File: src/rtl/ascp_pkg.sv
// Package for the converter start and readout control block.
// Assumes a single 40 MHz clock; all control inputs come from pins.
package ascp_pkg;

    localparam int          RESULT_WIDTH        = 12;
    localparam int          BYTE_WIDTH          = 8;
    localparam int          NIBBLE_WIDTH        = 4;
    localparam int          CLK_PERIOD_PS       = 25000;
    localparam int          SETUP_TIME_NS       = 50;
    localparam int          SETUP_CYCLES        = (SETUP_TIME_NS * 1000 + CLK_PERIOD_PS - 1)
                                                  / CLK_PERIOD_PS;
    localparam int          FULL_CONV_CYCLES    = 800;
    localparam int          SHORT_CONV_CYCLES   = 534;
    localparam int          CNT_WIDTH           = 12;
    localparam int          DATA_BIT_THREE      = 3;
    localparam logic [11:0] RESULT_RESET        = 12'h000;
    localparam logic [11:0] SHORT_FILL          = 12'h008;
    localparam logic [11:0] UPPER_BYTE_LANES    = 12'hFF0;
    localparam logic [11:0] LOWER_BYTE_LANES    = 12'h0FF;

    typedef enum logic [1:0] {
        ASCP_IDLE    = 2'b00,
        ASCP_CONVERT = 2'b01,
        ASCP_DONE    = 2'b10
    } ascp_state_type;

    typedef struct packed {
        logic chip_enable;
        logic chip_sel_n;
        logic read_conv;
        logic word_sel;
        logic byte_addr_sel;
    } ascp_ctrl_type;

    typedef struct packed {
        logic [11:0] data;
        logic [11:0] oe;
    } ascp_bus_type;

endpackage

File: src/rtl/ascp_sync.sv
// Two flip-flop synchroniser for a group of pin inputs.
// Assumes the inputs are asynchronous to the local clock.
`timescale 1ns/1ps
`default_nettype none
module ascp_sync
    import ascp_pkg::*;
#(
    parameter int WIDTH = 5
) (
    input  wire logic             ref_clk_in,
    input  wire logic             reset_n_in,
    input  wire logic [WIDTH-1:0] async_in,
    output logic      [WIDTH-1:0] sync_out
);

    logic [WIDTH-1:0] stage_one;

    always_ff @(posedge ref_clk_in or negedge reset_n_in) begin
        if (!reset_n_in) begin
            stage_one <= '0;
            sync_out  <= '0;
        end else begin
            stage_one <= async_in;
            sync_out  <= stage_one;
        end
    end

endmodule
`default_nettype wire

File: src/rtl/ascp_ctrl.sv
// Start and readout control of a 12-bit successive-approximation converter.
// Assumes pin inputs asynchronous to ref_clk_in and an external result source.
`timescale 1ns/1ps
`default_nettype none
module ascp_ctrl
    import ascp_pkg::*;
#(
    parameter int FULL_CYCLES  = FULL_CONV_CYCLES,
    parameter int SHORT_CYCLES = SHORT_CONV_CYCLES
) (
    input  wire logic                    ref_clk_in,
    input  wire logic                    reset_n_in,
    input  wire logic                    chip_enable_in,
    input  wire logic                    chip_sel_n_in,
    input  wire logic                    read_conv_in,
    input  wire logic                    word_sel_in,
    input  wire logic                    byte_addr_sel_in,
    input  wire logic [RESULT_WIDTH-1:0] result_in,
    output logic                         conv_busy_out,
    output logic                         short_mode_out,
    output logic      [RESULT_WIDTH-1:0] data_out,
    output logic      [RESULT_WIDTH-1:0] data_oe_out
);

    ////////////////////////////////////////////////////////////////////////////
    // Input synchronisation.

    ascp_ctrl_type  raw_ctrl;
    ascp_ctrl_type  ctrl;
    ascp_state_type state;
    logic           start_level;
    logic           start_prev;
    logic           start_edge;
    logic           short_latched;
    logic [CNT_WIDTH-1:0] conv_count;
    logic [RESULT_WIDTH-1:0] result_reg;
    logic           read_ok;
    logic           byte_prev;
    logic           byte_gap;
    ascp_bus_type   next_bus;

    assign raw_ctrl = '{chip_enable:   chip_enable_in,
                        chip_sel_n:    chip_sel_n_in,
                        read_conv:     read_conv_in,
                        word_sel:      word_sel_in,
                        byte_addr_sel: byte_addr_sel_in};

    ascp_sync #(
        .WIDTH    (5)
    ) u_sync (
        .ref_clk_in (ref_clk_in),
        .reset_n_in (reset_n_in),
        .async_in   (raw_ctrl),
        .sync_out   (ctrl)
    );

    ////////////////////////////////////////////////////////////////////////////
    // Decoding helpers.

    // Chip enable high together with chip select low.
    function automatic logic chip_picked(
        input logic enable,
        input logic select_n
    );
        return enable & ~select_n;
    endfunction

    // Enable pattern of the twelve lines for one read format.
    function automatic logic [RESULT_WIDTH-1:0] lane_enables(
        input logic word_wide,
        input logic low_byte
    );
        logic [RESULT_WIDTH-1:0] lanes;
        lanes = '0;
        if (word_wide) begin
            lanes = '1;
        end else if (!low_byte) begin
            lanes = UPPER_BYTE_LANES;
        end else begin
            lanes = LOWER_BYTE_LANES;
        end
        return lanes;
    endfunction

    // High while the byte address moved in this or the last cycle.
    function automatic logic byte_moving(
        input logic now_sel,
        input logic last_sel,
        input logic gap
    );
        return gap | (now_sel ^ last_sel);
    endfunction

    ////////////////////////////////////////////////////////////////////////////
    // Start detection.

    // The start condition is one combined level, so whichever input arrives last
    // makes the edge, and all three may change together.
    assign start_level = chip_picked(ctrl.chip_enable, ctrl.chip_sel_n) & ~ctrl.read_conv;
    assign start_edge  = start_level & ~start_prev;

    always_ff @(posedge ref_clk_in or negedge reset_n_in) begin
        if (!reset_n_in) begin
            start_prev <= 1'b0;
        end else begin
            start_prev <= start_level;
        end
    end

    ////////////////////////////////////////////////////////////////////////////
    // Conversion sequencing.

    always_ff @(posedge ref_clk_in or negedge reset_n_in) begin
        if (!reset_n_in) begin
            state         <= ASCP_IDLE;
            conv_count    <= '0;
            short_latched <= 1'b0;
        end else begin
            case (state)
                ASCP_IDLE, ASCP_DONE: begin
                    if (start_edge) begin
                        state         <= ASCP_CONVERT;
                        short_latched <= ctrl.byte_addr_sel;
                        conv_count    <= ctrl.byte_addr_sel ?
                                         CNT_WIDTH'(SHORT_CYCLES - 1) :
                                         CNT_WIDTH'(FULL_CYCLES - 1);
                    end
                end
                ASCP_CONVERT: begin
                    // Starts are not looked at here, so a running conversion holds.
                    if (conv_count == '0) begin
                        state <= ASCP_DONE;
                    end else begin
                        conv_count <= conv_count - CNT_WIDTH'(1);
                    end
                end
                default: begin
                    state <= ASCP_IDLE;
                end
            endcase
        end
    end

    ////////////////////////////////////////////////////////////////////////////
    // Status outputs.

    assign conv_busy_out  = (state == ASCP_CONVERT);
    assign short_mode_out = short_latched;

    ////////////////////////////////////////////////////////////////////////////
    // Result capture.

    always_ff @(posedge ref_clk_in or negedge reset_n_in) begin
        if (!reset_n_in) begin
            result_reg <= RESULT_RESET;
        end else if (state == ASCP_CONVERT && conv_count == '0) begin
            if (short_latched) begin
                result_reg <= {result_in[RESULT_WIDTH-1:NIBBLE_WIDTH], SHORT_FILL[3:0]};
            end else begin
                result_reg <= result_in;
            end
        end
    end

    ////////////////////////////////////////////////////////////////////////////
    // Output drive.

    // In byte reads, a byte change blanks all lines for two cycles before the new byte drives.
    always_ff @(posedge ref_clk_in or negedge reset_n_in) begin
        if (!reset_n_in) begin
            byte_prev <= 1'b0;
            byte_gap  <= 1'b0;
        end else begin
            byte_prev <= ctrl.byte_addr_sel;
            byte_gap  <= ctrl.byte_addr_sel ^ byte_prev;
        end
    end

    assign read_ok = ctrl.read_conv & ~conv_busy_out
                     & chip_picked(ctrl.chip_enable, ctrl.chip_sel_n);

    always_comb begin
        next_bus.data = result_reg;
        next_bus.oe   = '0;
        if (read_ok && !conv_busy_out) begin
            if (!ctrl.word_sel && ctrl.byte_addr_sel) begin
                next_bus.data = {4'h0, 4'h0, result_reg[3:0]};
            end
            if (ctrl.word_sel) begin
                next_bus.oe = lane_enables(1'b1, ctrl.byte_addr_sel);
            end else if (!byte_moving(ctrl.byte_addr_sel, byte_prev, byte_gap)) begin
                next_bus.oe = lane_enables(1'b0, ctrl.byte_addr_sel);
            end
        end
    end

    always_ff @(posedge ref_clk_in or negedge reset_n_in) begin
        if (!reset_n_in) begin
            data_out    <= RESULT_RESET;
            data_oe_out <= '0;
        end else begin
            data_out    <= next_bus.data;
            data_oe_out <= (state == ASCP_CONVERT) ? '0 : next_bus.oe;
        end
    end

endmodule
`default_nettype wire

File: config.mk
export PLATFORM = sky130hd
export DESIGN_NAME = ascp_ctrl
export DESIGN_NICKNAME = d
export VERILOG_FILES = /design/src/rtl/ascp_pkg.sv /design/src/rtl/ascp_sync.sv /design/src/rtl/ascp_ctrl.sv
export SDC_FILE = /design/constraint.sdc
export NUM_CORES = 1
export LEC_CHECK = 0
export BUFFER_PORTS_ARGS = -buffer_cell sky130_fd_sc_hd__buf_2
export CAP_MARGIN = 15
export CORE_MARGIN = 10
export CORE_UTILIZATION = 50
export DETAILED_ROUTE_END_ITERATION = 10
export PLACE_DENSITY = 0.77
export SLEW_MARGIN = 25
export SYNTH_ARGS = -nofsm -noshare
export SYNTH_HDL_FRONTEND = slang
export SYNTH_SLANG_ARGS = --single-unit
File: constraint.sdc
create_clock -name ref_clk_in -period 4 [get_ports ref_clk_in]
set_input_delay 0.6 -clock ref_clk_in [delete_from_list [all_inputs] [get_ports ref_clk_in]]
set_output_delay 0.6 -clock ref_clk_in [all_outputs]
set_load 0.02 [all_outputs]
==> metrics.md <==
| Metric | Value |
|---|---|
| Initial core utilization | `0.5155` |
| Maximum clock rate | `around 500 MHz` |
| Post-CTS Setup Inserts | `0` |
| Psw | `approximately 0.00052 W` |
| Min-Delay Path Class | `input pin to async pin` |
| Clk pin slew, worst setup/hold paths | `about 0.090 ns` |
| FF+latch count, synth | `55` |
| Max FO, Critical Path | `5` |
| Pleak | `~1.2 nW` |
| Tightest Pin Transition | `about 0.58 ns` |
| Die H | `around 87 um` |
| 1st-iter DRT viols | `53` |
| Most frequently used flop master after synthesis | `dfrtp_1` |
| Antenna cells | `0` |
| RR Endpoint | `conv_count[1]` |
| Worst reg-to-reg setup slack | `approximately 2 ns` |
| Number of vias per cell | `about 5.2` |
| Post-CTS resize count | `0` |
| Ports | `45` |
| Crit. Startpoint | `state[1]` |
| Pwr dens | `587.3 nW/um^2` |
| Die Footprint | `approximately 7600 um^2` |
| YS warnings | `0` |
| Most frequent cells after synthesis | `55 x dfrtp_1, 13 x nand2_1, 11 x nor2b_1` |
| Max VDD drop | `just over 0.3 mV` |
| Worst R2R Start | `conv_count[0]` |
| CTS tree | `yes` |
| Ratio of final minimum period to clock period | `0.4952` |
| Detailed-route via count | `between 1000 and 1500` |
| Largest area contributor in the netlist | `dfrtp_1` |
| Mapped Area | `~2200 um^2` |
| Async set or reset register ratio after synthesis | `1.000` |
| Sequential area share after synthesis | `0.6132` |
| RD Place Congestion | `roughly 0.81` |
| Combinational cell fraction of total power | `0.275` |
| Cell count after synthesis | `180` |
| Setup TNS | `0 ns` |
| Slew Viols, Final | `0` |
| Post-synth top area share | `0.6132` |
| Fin crit period | `between 1.5 and 2 ns` |
| Antenna violations before repair | `0` |
| Hold buffers post-CTS | `0` |
| DRT Wirelength | `roughly 4000 um` |
| DR pass1 iterations | `4` |
| Synthesized Nets | `201` |
| Syn_area_per_cell | `about 12 um^2` |
| DP Wirelength | `between 2000 and 3000 um` |
| Seq pwr share | `0.530` |
| Setup CP Type | `flip-flop to primary output` |
| Critical Path End | `conv_busy_out` |
| Die width | `87 um` |
| Clk pwr share | `0.195` |
| Syn-to-layout area delta | `12.99%` |
| I/O Buffers | `44` |
| EDFF count, synth | `0` |
| Max clock buf depth | `2` |
| H-tree levels | `2` |
| WL/cell | `around 14 um` |
| Normalized max-slew margin | `0.6112` |
| Synth cell types | `40` |
| Outcome | `finished, final reports clean` |
| Ratio of cells with drive above 1 in the final layout | `0.3122` |
| FF-to-FF path depth | `6` |
| Vias in the first global route | `roughly 1400` |
| Global-route usage over all layers | `0.1034` |
| Cts bufs inserted | `5` |
| Setup-failing EPs final | `0` |
| Top-count cell post-synth | `dfrtp_1` |
| Rows | `24` |
| Crit end category | `primary output` |
| Clock sinks | `55` |
| Fin nets | `approximately 240` |
| P_int | `0.0009731 W` |
| Critical Path Start Type | `flip-flop` |
| Max capacitance violation total | `0` |
| Clk_skew | `~0.0086 ns` |
| Top area cells in the synthesized netlist | `dfrtp_1 61%, mux2_2 3.5%, nor2b_1 3.1%` |
| RSZ-0062 raised after global routing | `no` |
| First-pass GRT wire length | `roughly 6400 um` |
| Pin count of the biggest net entering global routing | `40` |
| Root Driver | `clkbuf_8` |
| DR DRC count | `0` |
| Req. time, crit path | `roughly 3.4 ns` |
| Grt ovf | `0` |
| Sw Ratio | `0.3467` |
| Final ANT Viol Nets | `0` |
| CP arrival | `about 1.4 ns` |
| Total Power | `approximately 0.0015 W` |
| Worst-skew pair later-pin latency | `0.30 ns` |
| Fin. Hold Viols | `0` |
| Std-Cell Core Area | `approximately 4400 um^2` |
[per-layer routing]
| layer | GRT usage | wire length (um) | vias up |
|---|---|---|---|
| met5 | 0 | 0 | - |
| met4 | 0.04124 | 0 | 0 |
| met3 | 0.02996 | 234 | 0 |
| met2 | 0.1759 | 2019 | 30 |
| met1 | 0.1187 | 1633 | 697 |
| li1 | - | - | 699 |
[final cells by class]
cell class	count	area, um^2
flip-flops and latches	55	1376
well taps	52	65.06
repair buffers	45	227.7
fillers	344	1818
clock buffers	6	72.57
clock inverters	2	12.51
multi-input cells	105	752.0
inverters	8	30.03
[cell usage in the layout (no fill, tap or decap), types with 2 or more instances in the layout]
master    synthesis  routed
a21oi_1           7       7
nand2_1          13      13
or3_1             4       4
nor2b_1          11      11
a211oi_1          2       2
mux2i_1           2       2
nand2b_1          5       5
nor4_1            2       2
nor2_1            5       5
ha_1              2       2
buf_2             0      44
or4_1             4       4
clkbuf_8          0       5
nand3_1           5       5
o31ai_1           2       2
o21ai_0           8       8
inv_1             8       8
mux2_2            7       7
a31oi_1           2       2
nor3_1            6       6
dfrtp_1          55      55
[worst min path at each step]
stage,to,cells past startpoint
2_1_floorplan,byte_gap,0
3_3_place_gp,u_sync.sync_out[1],0
3_5_place_dp,u_sync.sync_out[3],0
4_1_cts,data_out[3],1
5_1_grt,data_out[3],1
6_report,data_out[3],1
[per-stage QoR]
step                      hold slack, ns    util  std cells  worst slack [ns]  area [um^2]
after global routing              0.2182  0.5825        273             1.874         2536
after floorplan                   0.3044       -        180             2.194         2245
after global placement            0.3352  0.5629        265             2.107         2451
final                             0.2008  0.5825        273             2.019         2536
after detailed placement          0.3347  0.5629        265             2.031         2451
after CTS                         0.2087  0.5825        273             2.004         2536
[worst max-delay path, stage by stage (launching register included)]
cell	delay, ns
dfrtp_1	0.45
nand2b_1	0.26
inv_1	0.18
buf_2	0.19
[power by group through the flow]
| stage | clock [W] | sequential [W] | combinational [W] |
|---|---|---|---|
| after floorplan | 0 | 0.000821 | 0.000267 |
| after global placement | 0 | 0.000793 | 0.000406 |
| after detailed placement | 0 | 0.000799 | 0.000417 |
| after CTS | 0.000299 | 0.000789 | 0.000417 |
| after global routing | 0.000318 | 0.000807 | 0.000462 |
| final | 0.000291 | 0.000789 | 0.000410 |
[cells by family after synthesis]
logic type,count (synthesis),synth area share
buffers and inverters,20,0.05184
and+or+nand+nor,66,0.1929
muxes,11,0.05574
AOI/OAI and AO/OA,25,0.07135
adders and majority gates,2,0.01115
DFF,55,0.6132
xor gates and xnor gates,1,0.003903
Power figures use the tool's default switching activity.
